<file path="config.mk">
export PLATFORM = sky130hd
export DESIGN_NAME = rcs_sequencer
export DESIGN_NICKNAME = d
export VERILOG_FILES = /design/src/rcs_sequencer.v /design/src/rcs_wait_timer.v
export VERILOG_INCLUDE_DIRS = /design/src /design/src/src
export SDC_FILE = /design/constraint.sdc
export NUM_CORES = 1
export LEC_CHECK = 0
export BUFFER_PORTS_ARGS = -buffer_cell sky130_fd_sc_hd__buf_4
export CAP_MARGIN = 0
export CORE_MARGIN = 2
export CORE_UTILIZATION = 50
export DETAILED_ROUTE_END_ITERATION = 10
export PLACE_DENSITY = 0.84
export SETUP_SLACK_MARGIN = 0.15
export SYNTH_ARGS = -nofsm -noshare
export SYNTH_HDL_FRONTEND = slang
export SYNTH_SLANG_ARGS = --single-unit
</file>
<file path="constraint.sdc">
create_clock -name ref_clk -period 2.3 [get_ports ref_clk]
set_input_delay 0 -clock ref_clk [delete_from_list [all_inputs] [get_ports ref_clk]]
set_output_delay 0 -clock ref_clk [all_outputs]
set_load 0.01 [all_outputs]
</file>
<file path="src/rcs_defines.vh">
// command codes and timing constants of the reader command sequencer
`ifndef RCS_DEFINES_VH
`define RCS_DEFINES_VH

`define RCS_CMD_IDLE       6'h00
`define RCS_CMD_TRANSMIT   6'h1a
`define RCS_CMD_RECEIVE    6'h16
`define RCS_CMD_TRANSCEIVE 6'h1e
`define RCS_CMD_POWER_UP_INIT_CMD    6'h3f

`define RCS_INIT_CYCLES    8'h20
`define RCS_WAIT_W         8
`define RCS_BIT_DIV        4'h8

`endif

</file>
<file path="src/rcs_sequencer.v">
// command state machine: start, abort, transmit, receive, transceive
`timescale 1ns/1ns

// Function
// host write of a code into command register starts that command.
// command data passes through the shared fifo.
// stream commands start draining fifo data at once.
// argument commands wait for the exact argument byte count; no argument commands are implemented here.
// starting a command never clears the fifo.
// new code aborts running command; power-up init cannot be aborted.
// code 3f runs power-up init only after reset, never from host.
// code 00 is idle and cancels the running command.
// code 1a sends fifo data to card, receives nothing.
// code 16 enables receiver after receive wait, stores data in fifo.
// host uses stand-alone receive only for tests.
// code 1e transmits, then receives after receive wait automatically.
// completed commands return to idle, register reads idle code.
module rcs_sequencer (
    input  wire       ref_clk,
    input  wire       rst_n,
    input  wire       cmd_wr,
    input  wire [5:0] cmd_wdata,
    input  wire [7:0] receive_delay_setting,
    input  wire       fifo_empty,
    input  wire [7:0] fifo_rdata,
    input  wire       fifo_full,
    input  wire       tx_ready,
    input  wire       rx_valid_async,
    input  wire [7:0] rx_data,
    input  wire       rx_end_async,
    output reg  [5:0] cmd_rdata,
    output reg        busy,
    output reg        fifo_rd,
    output reg        fifo_wr,
    output reg  [7:0] fifo_wdata,
    output reg        tx_valid,
    output reg  [7:0] tx_data,
    output reg        tx_last,
    output reg        rx_enable,
    output reg        power_up_init_cmd
);

`include "rcs_defines.vh"

// ----------------------------------------
// states
// ----------------------------------------
localparam ST_INIT = 3'd0;
localparam ST_IDLE = 3'd1;
localparam ST_TX   = 3'd2;
localparam ST_WAIT = 3'd3;
localparam ST_RX   = 3'd4;

reg  [2:0] state_r;
reg  [2:0] state_nxt;
reg  [7:0] init_cnt_r;
reg        rx_after_r;
reg  [1:0] rxv_sync_r;
reg  [1:0] rxe_sync_r;
reg        rxv_d_r;
reg        wait_start_r;
wire       wait_done;
wire       rxv_rise;
wire       host_cmd;
wire       cmd_ok;

// ----------------------------------------
// pin synchronisers
// ----------------------------------------
always @(posedge ref_clk or negedge rst_n) begin
    if (!rst_n) begin
        rxv_sync_r <= 2'b00;
        rxe_sync_r <= 2'b00;
        rxv_d_r    <= 1'b0;
    end else begin
        rxv_sync_r <= {rxv_sync_r[0], rx_valid_async};
        rxe_sync_r <= {rxe_sync_r[0], rx_end_async};
        rxv_d_r    <= rxv_sync_r[1];
    end
end

assign rxv_rise = rxv_sync_r[1] & ~rxv_d_r;

// host write accepted unless init runs; code 3f from host acts as idle and cancels the running command
assign host_cmd = cmd_wr && (state_r != ST_INIT);
assign cmd_ok   = (cmd_wdata == `RCS_CMD_IDLE) || (cmd_wdata == `RCS_CMD_TRANSMIT) ||
                  (cmd_wdata == `RCS_CMD_RECEIVE) || (cmd_wdata == `RCS_CMD_TRANSCEIVE);

rcs_wait_timer u_wait (
    .ref_clk  (ref_clk),
    .rst_n    (rst_n),
    .start    (wait_start_r),
    .abort    (host_cmd),
    .wait_len (receive_delay_setting),
    .done     (wait_done)
);

// ----------------------------------------
// next state
// ----------------------------------------
always @* begin
    state_nxt = state_r;
    case (state_r)
        ST_INIT: begin
            if (init_cnt_r == 8'h00)
                state_nxt = ST_IDLE;
        end
        ST_TX: begin
            if (tx_ready && fifo_empty)
                state_nxt = rx_after_r ? ST_WAIT : ST_IDLE;
        end
        ST_WAIT: begin
            if (wait_done)
                state_nxt = ST_RX;
        end
        ST_RX: begin
            if (rxe_sync_r[1])
                state_nxt = ST_IDLE;
        end
        ST_IDLE: begin
            state_nxt = ST_IDLE;
        end
        default: begin
            state_nxt = ST_IDLE;
        end
    endcase
    if (host_cmd) begin
        case (cmd_wdata)
            `RCS_CMD_TRANSMIT:   state_nxt = ST_TX;
            `RCS_CMD_TRANSCEIVE: state_nxt = ST_TX;
            `RCS_CMD_RECEIVE:    state_nxt = ST_WAIT;
            default:             state_nxt = ST_IDLE;
        endcase
    end
end

// ----------------------------------------
// registers and outputs
// ----------------------------------------
always @(posedge ref_clk or negedge rst_n) begin
    if (!rst_n) begin
        state_r           <= ST_INIT;
        init_cnt_r        <= `RCS_INIT_CYCLES;
        rx_after_r        <= 1'b0;
        wait_start_r      <= 1'b0;
        cmd_rdata         <= `RCS_CMD_POWER_UP_INIT_CMD;
        busy              <= 1'b1;
        fifo_rd           <= 1'b0;
        fifo_wr           <= 1'b0;
        fifo_wdata        <= 8'h00;
        tx_valid          <= 1'b0;
        tx_data           <= 8'h00;
        tx_last           <= 1'b0;
        rx_enable         <= 1'b0;
        power_up_init_cmd <= 1'b1;
    end else begin
        state_r      <= state_nxt;
        wait_start_r <= 1'b0;
        fifo_rd      <= 1'b0;
        fifo_wr      <= 1'b0;
        tx_last      <= 1'b0;
        if (state_r == ST_INIT && init_cnt_r != 8'h00)
            init_cnt_r <= init_cnt_r - 8'h01;
        power_up_init_cmd <= (state_nxt == ST_INIT);
        busy <= (state_nxt != ST_IDLE);
        if (host_cmd) begin
            rx_after_r <= (cmd_wdata == `RCS_CMD_TRANSCEIVE);
            cmd_rdata  <= cmd_ok ? cmd_wdata : `RCS_CMD_IDLE;
            // fifo is left untouched here; preloaded data stays
        end else if (state_nxt == ST_IDLE) begin
            cmd_rdata <= `RCS_CMD_IDLE;
        end
        if ((state_nxt == ST_WAIT) && (state_r != ST_WAIT || host_cmd))
            wait_start_r <= 1'b1;
        // stream drain: at most one fifo byte every other clock cycle, never two cycles in a row
        // no argument commands: nothing waits on a byte count
        tx_valid <= 1'b0;
        if (state_r == ST_TX && !host_cmd && tx_ready && !fifo_empty && !fifo_rd) begin
            fifo_rd  <= 1'b1;
            tx_valid <= 1'b1;
            tx_data  <= fifo_rdata;
        end
        if (state_r == ST_TX && state_nxt != ST_TX && !host_cmd)
            tx_last <= 1'b1;
        rx_enable <= (state_nxt == ST_RX);
        if (state_r == ST_RX && !host_cmd && rxv_rise && !fifo_full) begin
            fifo_wr    <= 1'b1;
            fifo_wdata <= rx_data;
        end
    end
end

endmodule // rcs_sequencer

</file>
<file path="src/rcs_wait_timer.v">
// receive-wait down counter paced by a bit-rate enable
`timescale 1ns/1ns
module rcs_wait_timer (
    input  wire       ref_clk,
    input  wire       rst_n,
    input  wire       start,
    input  wire       abort,
    input  wire [7:0] wait_len,
    output reg        done
);

`include "rcs_defines.vh"

reg  [3:0] div_r;
reg  [7:0] cnt_r;
reg        run_r;
wire       tick;

assign tick = (div_r == 4'h0);

always @(posedge ref_clk or negedge rst_n) begin
    if (!rst_n) begin
        div_r <= 4'h0;
        cnt_r <= 8'h00;
        run_r <= 1'b0;
        done  <= 1'b0;
    end else begin
        done <= 1'b0;
        div_r <= tick ? (`RCS_BIT_DIV - 4'h1) : (div_r - 4'h1);
        if (abort) begin
            run_r <= 1'b0;
        end else if (start) begin
            // restart the divider so the first unit is a full one
            div_r <= `RCS_BIT_DIV - 4'h1;
            run_r <= 1'b1;
            cnt_r <= wait_len;
        end else if (run_r && tick) begin
            if (cnt_r == 8'h00) begin
                run_r <= 1'b0;
                done  <= 1'b1;
            end else begin
                cnt_r <= cnt_r - 8'h01;
            end
        end
    end
end

endmodule // rcs_wait_timer

</file>
# Word-level counts from Yosys, hierarchy flattened
# Index checks and enable logic that the tools add are counted.
# W data, S select, Z words.
[word_totals]
ff_bits = 60
out_inout_bits = 29
elab_cells = 105
[op_classes]
add_sub_neg = 3
eq_ne = 13
mux = 29
bitwise_logic = 3
reduce_logical = 37
[ops]
columns = ["cell", "count"]
rows = [
  ["$mux W8", 3],
  ["$eq A6 B5 Y1 const B", 3],
  ["$mux W6", 3],
  ["$logic_not A8 Y1", 2],
  ["$sub A8 B1 Y8 const B", 2],
  ["$mux W3", 5],
  ["$logic_and A1 B1 Y1", 14],
  ["$mux W1", 12],
  ["$mux W4", 3],
  ["$pmux W3 S4", 1],
  ["$eq A3 B2 Y1 const B", 3],
  ["$reduce_bool A3 Y1", 3],
  ["$reduce_bool A8 Y1", 1],
  ["$eq A3 B3 Y1 const B", 2],
  ["$logic_not A3 Y1", 2],
  ["$logic_not A6 Y1", 1],
  ["$ne A3 B2 Y1 const B", 2],
  ["$logic_not A1 Y1", 4],
  ["$logic_not A4 Y1", 1],
  ["$logic_or A1 B1 Y1", 4],
  ["$pmux W2 S2", 1],
  ["$reduce_bool A2 Y1", 2],
  ["$sub A4 B1 Y4 const B", 1],
  ["$eq A3 B1 Y1 const B", 1],
  ["other kinds (8)", 9],
]

# Depth between registers and ports, before layout
# Gate-level depths: netlist (run 1).
[logic_depth]
word_depth = 8
ltp_mapped = 7
mapped_depth_nobuf = 7

# Modules after synthesis
# A second synthesis (run 1) with hierarchy kept.
[hier_totals]
hier_cells = 254
hier_area_um2 = 2731.4
[by_module_without_submodules]
columns = ["module", "n_inst", "cells_each", "area_per_inst_um2"]
rows = [
  ["rcs_sequencer", 1, 170, 1896.8],
  ["rcs_wait_timer", 1, 84, 834.6],
]

# Worst setup path before layout (run 1)
# Ideal clock, no wire load.
[synth_timing]
kind = "reg2reg"
startpoint = "register state_r[0]"
endpoint = "register init_cnt_r[5]"
setup_time_ns = 0.075
arrival_time_ns = 1.823
t_required_ns = 2.225
slack_ns = 0.402
stages_incl_launch_ff = 8
cell_sequence = "dfrtp_1 buf_4 nor3_2 a21oi_2 o41a_1 buf_6 nor4b_4 xor2_1"
[synth_via]
elab_chain_cells = 2
[synth_lines]
columns = ["item", "line", "source"]
rows = [
  ["start: declaration", "rcs_sequencer.v:54", "reg [2:0] state_r;"],
  ["start signal: assignment", "rcs_sequencer.v:157", "state_r <= state_nxt;"],
  ["$logic_not A3 Y1", "rcs_sequencer.v:162", "if (state_r == ST_INIT && init_cnt_r != 8'h00)"],
  ["$logic_and A1 B1 Y1", "rcs_sequencer.v:162", ""],
  ["end signal: assignment", "rcs_sequencer.v:143", "init_cnt_r <= `RCS_INIT_CYCLES;"],
  ["end signal: assignment", "rcs_sequencer.v:163", "init_cnt_r <= init_cnt_r - 8'h01;"],
  ["end: declaration", "rcs_sequencer.v:56", "reg [7:0] init_cnt_r;"],
]
# No other way between the ends.
# A chain may end at the register's enable or synchronous reset.

# Worst setup path after layout (run 1)
[layout_timing]
startpoint = "register u_wait.div_r[0]"
endpoint = "register u_wait.cnt_r[2]"
[layout_via]
elab_chain_cells = 4
[layout_lines]
columns = ["item", "line", "source"]
rows = [
  ["start: declaration", "rcs_wait_timer.v:14", "reg [3:0] div_r;"],
  ["start signal: assignment", "rcs_wait_timer.v:29", "div_r <= tick ? (`RCS_BIT_DIV - 4'h1) : (div_r - 4'h1);"],
  ["start signal: assignment", "rcs_wait_timer.v:34", "div_r <= `RCS_BIT_DIV - 4'h1;"],
  ["$logic_not A4 Y1", "rcs_wait_timer.v:19", "assign tick = (div_r == 4'h0);"],
  ["$logic_and A1 B1 Y1", "rcs_wait_timer.v:37", "end else if (run_r && tick) begin"],
  ["$reduce_bool A2 Y1 (no line)", "--", ""],
  ["$reduce_and A3 Y1 (no line)", "--", ""],
  ["end signal: assignment", "rcs_wait_timer.v:36", "cnt_r <= wait_len;"],
  ["end signal: assignment", "rcs_wait_timer.v:42", "cnt_r <= cnt_r - 8'h01;"],
  ["end: declaration", "rcs_wait_timer.v:15", "reg [7:0] cnt_r;"],
]
# No other way between the ends.

==> metrics.txt, run 1 <==
result of the run=complete, no violations; class of the most critical setup path=reg2reg; CTS Sinks=60; antenna cells=0; most used standard cell by instance count after synthesis=sky130_fd_sc_hd__dfrtp_1; reg2reg start=u_wait.div_r[0]$_DFF_PN0_; total count of hold-check failures in the final report=0; count of synthesis-stage warnings from yosys=0; power density over the cells=906 nW/um^2; die extent in y=77.4 um; Initial Util=52.5%; final worst slack=242 ps; CP Launch Type=register; width of the die=77.4 um; number of enable-type register cells in the synthesized netlist=0; TritonCTS Buffers=9; post-synthesis net count=286; sequential fraction of the synthesis area=56.1%; top fanout value on the critical path=6; H-tree level count=3; count of unique library cells instantiated by Yosys=55; Max Clock Skew=8.34 ps; area growth from synthesis to final layout=42.5%; total negative setup slack=0 ps; CTS tree=done; Core Area=5140 um^2; # IOs=67; GPL Wtd Cong=0.928; data arrival time of the critical path=2330 ps; final setup fails=0; number of buffers added on ports=66; cell taking the most area after synthesis=sky130_fd_sc_hd__dfrtp_1; Max Fclk=486 MHz; number of vias per cell=5.56; Required @ worst endpoint=2570 ps; worst setup slack after placement=127 ps; maximum number of pins on one net before global-route repair=61; Hold Startpoint=cmd_wdata[5]; number of nets in the final layout=391; post-synthesis register bit count=60; GRT overflow=0; Tightest Hold Check Type=in2reg; DIE AREA=6000 um^2; highest-delay cell along the critical path=sky130_fd_sc_hd__a311oi_4; initial antenna violation count=0; first drt pass iteration count=5; wire length of the first global-routing pass=11.2 mm; final wirelength=7.01 mm; CTS clk-pin slew, worst paths=70 ps; CTS root buf=sky130_fd_sc_hd__clkbuf_8; number of fill cells=329; Post-synth top flop=sky130_fd_sc_hd__dfrtp_1; Clk Latency, worst-skew pair=340 ps; count of cells along the worst hold path=4; Max Cap Viol=0; antenna violation net count after detailed routing=0; routed wirelength normalized by instance count=16.6 um; portion of synthesized cell area occupied by the leading cell type=47.3%; Min Clock Period, post-route=2060 ps; post-CTS setup buffer count=0; post-route DRC violation count=0; normalized max-slew margin=50.5%; worst flop-to-flop path endpoint=u_wait.cnt_r[2]$_DFFE_PN0P_; site row count=26; overall global routing resource usage=24.0%; slew at the pin with the worst max-slew slack=742 ps; ranking of synthesized cells by instance count=sky130_fd_sc_hd__dfrtp_1 (51), sky130_fd_sc_hd__nand2_1 (35), sky130_fd_sc_hd__nor2_1 (19), sky130_fd_sc_hd__inv_1 (13), sky130_fd_sc_hd__dfstp_2 (9); category of the worst setup path capture point=register; top cells by area in the synthesized netlist=sky130_fd_sc_hd__dfrtp_1 (47%), sky130_fd_sc_hd__dfstp_2 (8.8%), sky130_fd_sc_hd__nand2_1 (4.9%), sky130_fd_sc_hd__mux2_2 (3.3%), sky130_fd_sc_hd__nor2_1 (2.6%); RSZ-0062 raised after global routing=false; post-synthesis average cell area=11.1 um^2; clock buffer depth=2; reg2reg setup slack=240 ps; worst reg2reg path depth=7; detailed placement HPWL=4.14 mm; number of slew-limit violations in the final report=0; Peak supply drop=0.758 mV; async set-reset flop share out of synthesis=100%; vias in the first global route=2,378; overall via count from detail_route=2,351; ordered list of cells on the worst path=inv_1 -> ha_1 -> nand4bb_2 -> a311oi_4 -> a21oi_1 -> a311oi_1 -> a221o_1; WHS Endpoint=state_r[1]$_DFF_PN0_; critical path's largest stage delay=450 ps; Iter 0 DRT Violations=259; Netlist Area Pre-Place=2700 um^2; ratio of cells with drive above 1 in the final layout=32.6%; final worst path period share=89.5%; leakage dissipation=1.86 nW; Cells after Synth=243
[state kept, by name (all words and copies together) (netlist names)]
name               count
rxv_sync_r             2
u_wait.cnt_r           8
busy                   1
u_wait.run_r           1
power_up_init_cmd      1
u_wait.done            1
tx_valid               1
fifo_wr                1
u_wait.div_r           4
tx_data                8
fifo_wdata             8
init_cnt_r             8
rxv_d_r                1
cmd_rdata              6
rx_after_r             1
tx_last                1
rx_enable              1
wait_start_r           1
rxe_sync_r             2
state_r                3
[power by group]
group | total [mW] | internal, mW | switching (mW)
clock | 1.17 | 0.749 | 0.424
sequential | 1.48 | 1.29 | 0.196
combinational | 0.826 | 0.409 | 0.417
[critical path: cells and delay by family, from the launching register on]
kind | cells | cell delay (ps)
buffers and inverters | 1 | 70
flip-flops | 1 | 390
AND/OR/NAND/NOR | 1 | 220
adder cells (fa/ha/maj) | 1 | 240
AO/OA/AOI/OAI | 4 | 1070
[metrics by stage]
step	hold slack, ps	util (%)	total power, mW	std cells	cell area, um^2
floorplan	-296	-	1.96	243	2700
global placement	105	63.4	2.18	377	3260
detailed placement	111	63.4	2.22	377	3260
CTS	197	74.1	3.44	423	3810
global route	224	74.8	3.66	423	3840
finish	241	74.8	3.48	423	3840
[worst max-delay path by stage]
stage                                   start  cells after the start  slack, ps                           to
global route        init_cnt_r[4]$_DFFE_PN0P_                      5         20            tx_last$_DFF_PN0_
detailed placement       state_r[1]$_DFF_PN0_                      5        130    init_cnt_r[7]$_DFFE_PN0P_
CTS                      state_r[0]$_DFF_PN0_                      5        150    init_cnt_r[7]$_DFFE_PN0P_
floorplan                state_r[0]$_DFF_PN0_                      7        400    init_cnt_r[5]$_DFFE_PN1P_
finish              u_wait.div_r[0]$_DFF_PN0_                      7        240  u_wait.cnt_r[2]$_DFFE_PN0P_
global placement         state_r[0]$_DFF_PN0_                      5        220    init_cnt_r[7]$_DFFE_PN0P_
[timing repair]
action,4_1_cts,5_1_grt
resized for setup,2,5
gates cloned,0,0
setup endpoints to repair,1,14
hold buffers,30,0
hold endpoints to repair,81,0
[layer usage]
metal	vias to the layer above	track usage (%)	wire [um]
met5	-	0	0
met4	0	12.1	206
met1	1133	30.5	2860
li1	1072	-	-
met2	122	39.8	3540
met3	24	3.95	404
[placed cells by master (no fill, tap or decap), types with 3 or more instances in the layout]
cell and count:
sky130_fd_sc_hd__nand3_1 6, sky130_fd_sc_hd__nand4_1 3, sky130_fd_sc_hd__mux2_2 8, sky130_fd_sc_hd__dfrtp_1 49, sky130_fd_sc_hd__clkbuf_8 10, sky130_fd_sc_hd__or3_1 3
sky130_fd_sc_hd__bufinv_16 3, sky130_fd_sc_hd__inv_1 13, sky130_fd_sc_hd__dfstp_2 9, sky130_fd_sc_hd__nand2_1 35, sky130_fd_sc_hd__a21o_1 3, sky130_fd_sc_hd__dlygate4sd3_1 30
sky130_fd_sc_hd__ha_1 5, sky130_fd_sc_hd__a21oi_1 7, sky130_fd_sc_hd__nor4_1 3, sky130_fd_sc_hd__o21ai_0 6, sky130_fd_sc_hd__and2_1 3, sky130_fd_sc_hd__and3_1 4
sky130_fd_sc_hd__buf_4 69, sky130_fd_sc_hd__xor2_1 6, sky130_fd_sc_hd__nor3_1 6, sky130_fd_sc_hd__nor2_1 19, sky130_fd_sc_hd__nand2b_1 3
[layout make-up]
type                    instances  area [um^2]  area share, %
inverters                      14         52.6           1.37
clock inverters                 6          111           2.90
flip-flops and latches         60         1520           39.4
well taps                      70         87.6           2.28
clock buffers                  10          138           3.58
repair buffers                 99          818           21.3
multi-input cells             164         1120           29.1
[kinds of logic after synthesis]
logic type | synth area share [%]
AOI/OAI and AO/OA | 12.3
xor gates and xnor gates | 2.60
adders and majority gates | 2.32
buffers and inverters | 3.53
DFF | 56.1
muxes | 4.08
and+or+nand+nor | 19.0
Note: power is estimated with default switching activity, not from simulation.
==> run 2, diff against run 1 <==
--- a/config.mk
+++ b/config.mk
@@ -7,10 +7,11 @@
 export NUM_CORES = 1
 export LEC_CHECK = 0
 export BUFFER_PORTS_ARGS = -buffer_cell sky130_fd_sc_hd__buf_4
-export CAP_MARGIN = 0
+export CAP_MARGIN = 20
 export CORE_MARGIN = 2
 export CORE_UTILIZATION = 50
 export DETAILED_ROUTE_END_ITERATION = 10
+export MAX_ROUTING_LAYER = met4
 export PLACE_DENSITY = 0.84
 export SETUP_SLACK_MARGIN = 0.15
 export SYNTH_ARGS = -nofsm -noshare
==> run 2 against run 1 <==
  * Combinational power barely moved
  * Non-clock buffer count did not move
  * Critical endpoint is now init_cnt_r[7]$_DFFE_PN0P_
  * Largest power group unchanged
  * Register-to-register slack barely moved
  * Final cell count did not move
  * Hold slack got worse by 15 ps
  * Die area did not move
  * Sequential power barely moved
  * Total power fell by 0.14%
  * Critical path type unchanged
  * Clock skew fell by 1.0 ps
  * Clock-buffer cell count did not move
  * Final area did not move
==> metrics.txt, run 2 (synthesized netlist as in run 1, its figures left out) <==
result of the run=complete, no violations; CP Launch Type=register; net switching power=1.03 mW (-0.45%); class of the most critical setup path=reg2reg; final setup fails=0 (unchanged); overall via count from detail_route=2,329 (-0.94%); DP Area=3260 um^2 (unchanged); detailed placement HPWL=4.14 mm (unchanged); antenna cells=0 (unchanged); Peak supply drop=0.758 mV (about the same); CTS clk-pin slew, worst paths=70 ps (about the same); final worst slack=253 ps (+11.0 ps); Reg power frac=42.6% (about the same); clock group share of total power=33.7% (about the same); final wirelength=7.00 mm (-0.21%); CTS root buf=sky130_fd_sc_hd__clkbuf_8; die extent in y=77.4 um (unchanged); worst setup slack after placement=127 ps (unchanged); GPL Wtd Cong=0.944 (+1.8%); worst reg2reg path depth=5 (-2); DIE AREA=6000 um^2 (unchanged); clock buffer depth=2 (unchanged); Max Cap Viol=0 (unchanged); Tightest Hold Check Type=in2reg; Clk Latency, worst-skew pair=340 ps (about the same); RSZ-0062 raised after global routing=false; initial antenna violation count=0 (unchanged); critical path's largest stage delay=650 ps (+200 ps); Pint=2.44 mW (about the same); number of vias per cell=5.51 (-0.94%); number of slew-limit violations in the final report=0 (unchanged); Iter 0 DRT Violations=252 (-2.7%); category of the worst setup path capture point=register; H-tree level count=3 (unchanged); CTS tree=done; Initial Util=52.5% (unchanged); count of cells along the worst hold path=4 (unchanged); Required @ worst endpoint=2560 ps (about the same); total non-filler cell area in the finished layout=3840 um^2 (unchanged); final worst path period share=89.0% (-0.48 points); width of the die=77.4 um (unchanged); site row count=26 (unchanged); normalized max-slew margin=50.7% (+0.19 points); CTS Sinks=60 (unchanged); Max Fclk=488 MHz (+0.54%); most frequent cells in the layout=sky130_fd_sc_hd__buf_4 (69), sky130_fd_sc_hd__dfrtp_1 (49), sky130_fd_sc_hd__nand2_1 (35); total count of hold-check failures in the final report=0 (unchanged); TritonCTS Buffers=9 (unchanged); highest-delay cell along the critical path=sky130_fd_sc_hd__o41a_2; commonest non-fill, non-tap cell in the layout=sky130_fd_sc_hd__buf_4; number of buffers added on ports=66 (unchanged); ordered list of cells on the worst path=mux2i_1 -> a21oi_2 -> o41a_2 -> nor4b_2 -> xor2_1; slew at the pin with the worst max-slew slack=739 ps (-2.89 ps); # IOs=67 (unchanged); Max Clock Skew=7.33 ps (-1.01 ps); power density over the cells=905 nW/um^2 (-0.14%); Core Area=5140 um^2 (unchanged); number of nets in the final layout=391 (unchanged); total negative setup slack=0 ps (unchanged); vias in the first global route=2,380 (+0.084%); wire length of the first global-routing pass=11.2 mm (+0.12%); ratio of cells with drive above 1 in the final layout=32.6% (unchanged); antenna violation net count after detailed routing=0 (unchanged); Comb power frac=23.7% (about the same); area growth from synthesis to final layout=42.5% (unchanged); leakage dissipation=1.86 nW (unchanged); post-route DRC violation count=0 (unchanged); routed wirelength normalized by instance count=16.5 um (-0.21%); overall global routing resource usage=24.7% (+0.71 points); first drt pass iteration count=5 (unchanged); maximum number of pins on one net before global-route repair=61 (unchanged); top fanout value on the critical path=14 (+8); data arrival time of the critical path=2310 ps (-20 ps); GRT overflow=0 (unchanged); switch share=29.7% (-0.094 points); Min Clock Period, post-route=2050 ps (-11.0 ps)
## run 2: per-layer routing
metal / global-route usage (%) / share of wire [%]
met2: 39.8 / 51
met5: - / 0
met3: 3.49 / 5.8
met4: 12.1 / 2.5
met1: 30.9 / 41
## run 2: power groups by stage
stage / registers [mW] / clock network, mW / logic (mW)
2_1_floorplan: 1.45 / 0 / 0.504
3_3_place_gp: 1.47 / 0 / 0.702
3_5_place_dp: 1.48 / 0 / 0.734
4_1_cts: 1.47 / 1.18 / 0.788
5_1_grt: 1.51 / 1.24 / 0.913
6_report: 1.48 / 1.17 / 0.823
## run 2: final timing paths
kind | slack (ps) | startpoint | to
max | 250 | state_r[0]$_DFF_PN0_ | init_cnt_r[7]$_DFFE_PN0P_
min | 230 | cmd_wdata[5] | state_r[1]$_DFF_PN0_
max reg2reg | 250 | state_r[0]$_DFF_PN0_ | init_cnt_r[7]$_DFFE_PN0P_
min reg2reg | 350 | rxv_sync_r[0]$_DFF_PN0_ | rxv_sync_r[1]$_DFF_PN0_
max in group asynchronous | 1480 | rst_n | state_r[1]$_DFF_PN0_
min in group asynchronous | 270 | rst_n | tx_data[1]$_DFFE_PN0P_
## run 2: layout make-up
cell class | count | area [um^2]
clock buffers | 10 | 138
clock inverters | 6 | 111
fillers | 329 | 1300
inverters | 14 | 52.6
multi-input cells | 164 | 1120
flip-flops and latches | 60 | 1520
well taps | 70 | 87.6
repair buffers | 99 | 818
## run 2: worst max-delay path: cells and delay by family, from the launching register on
kind,cells,cell delay (ps)
AOI/OAI and AO/OA,2,770
xor gates and xnor gates,1,170
DFF,1,490
muxes,1,210
and+or+nand+nor,1,330
## run 2: repair_timing
item | CTS | global route
resized for setup | 2 | 5
endpoints found under the hold margin | 81 | 0
pin swaps | 0 | 0
setup endpoints to repair | 1 | 14
hold buffers | 30 | 0
setup buffers | 0 | 0
## run 2: through the flow
stage | hold WS (ps) | power (mW) | cells | utilization (%)
floorplan | -296 | 1.96 | 243 | -
global placement | 105 | 2.18 | 377 | 63.4
detailed placement | 111 | 2.22 | 377 | 63.4
CTS | 197 | 3.44 | 423 | 74.1
global route | 224 | 3.66 | 423 | 74.8
finish | 226 | 3.48 | 423 | 74.8
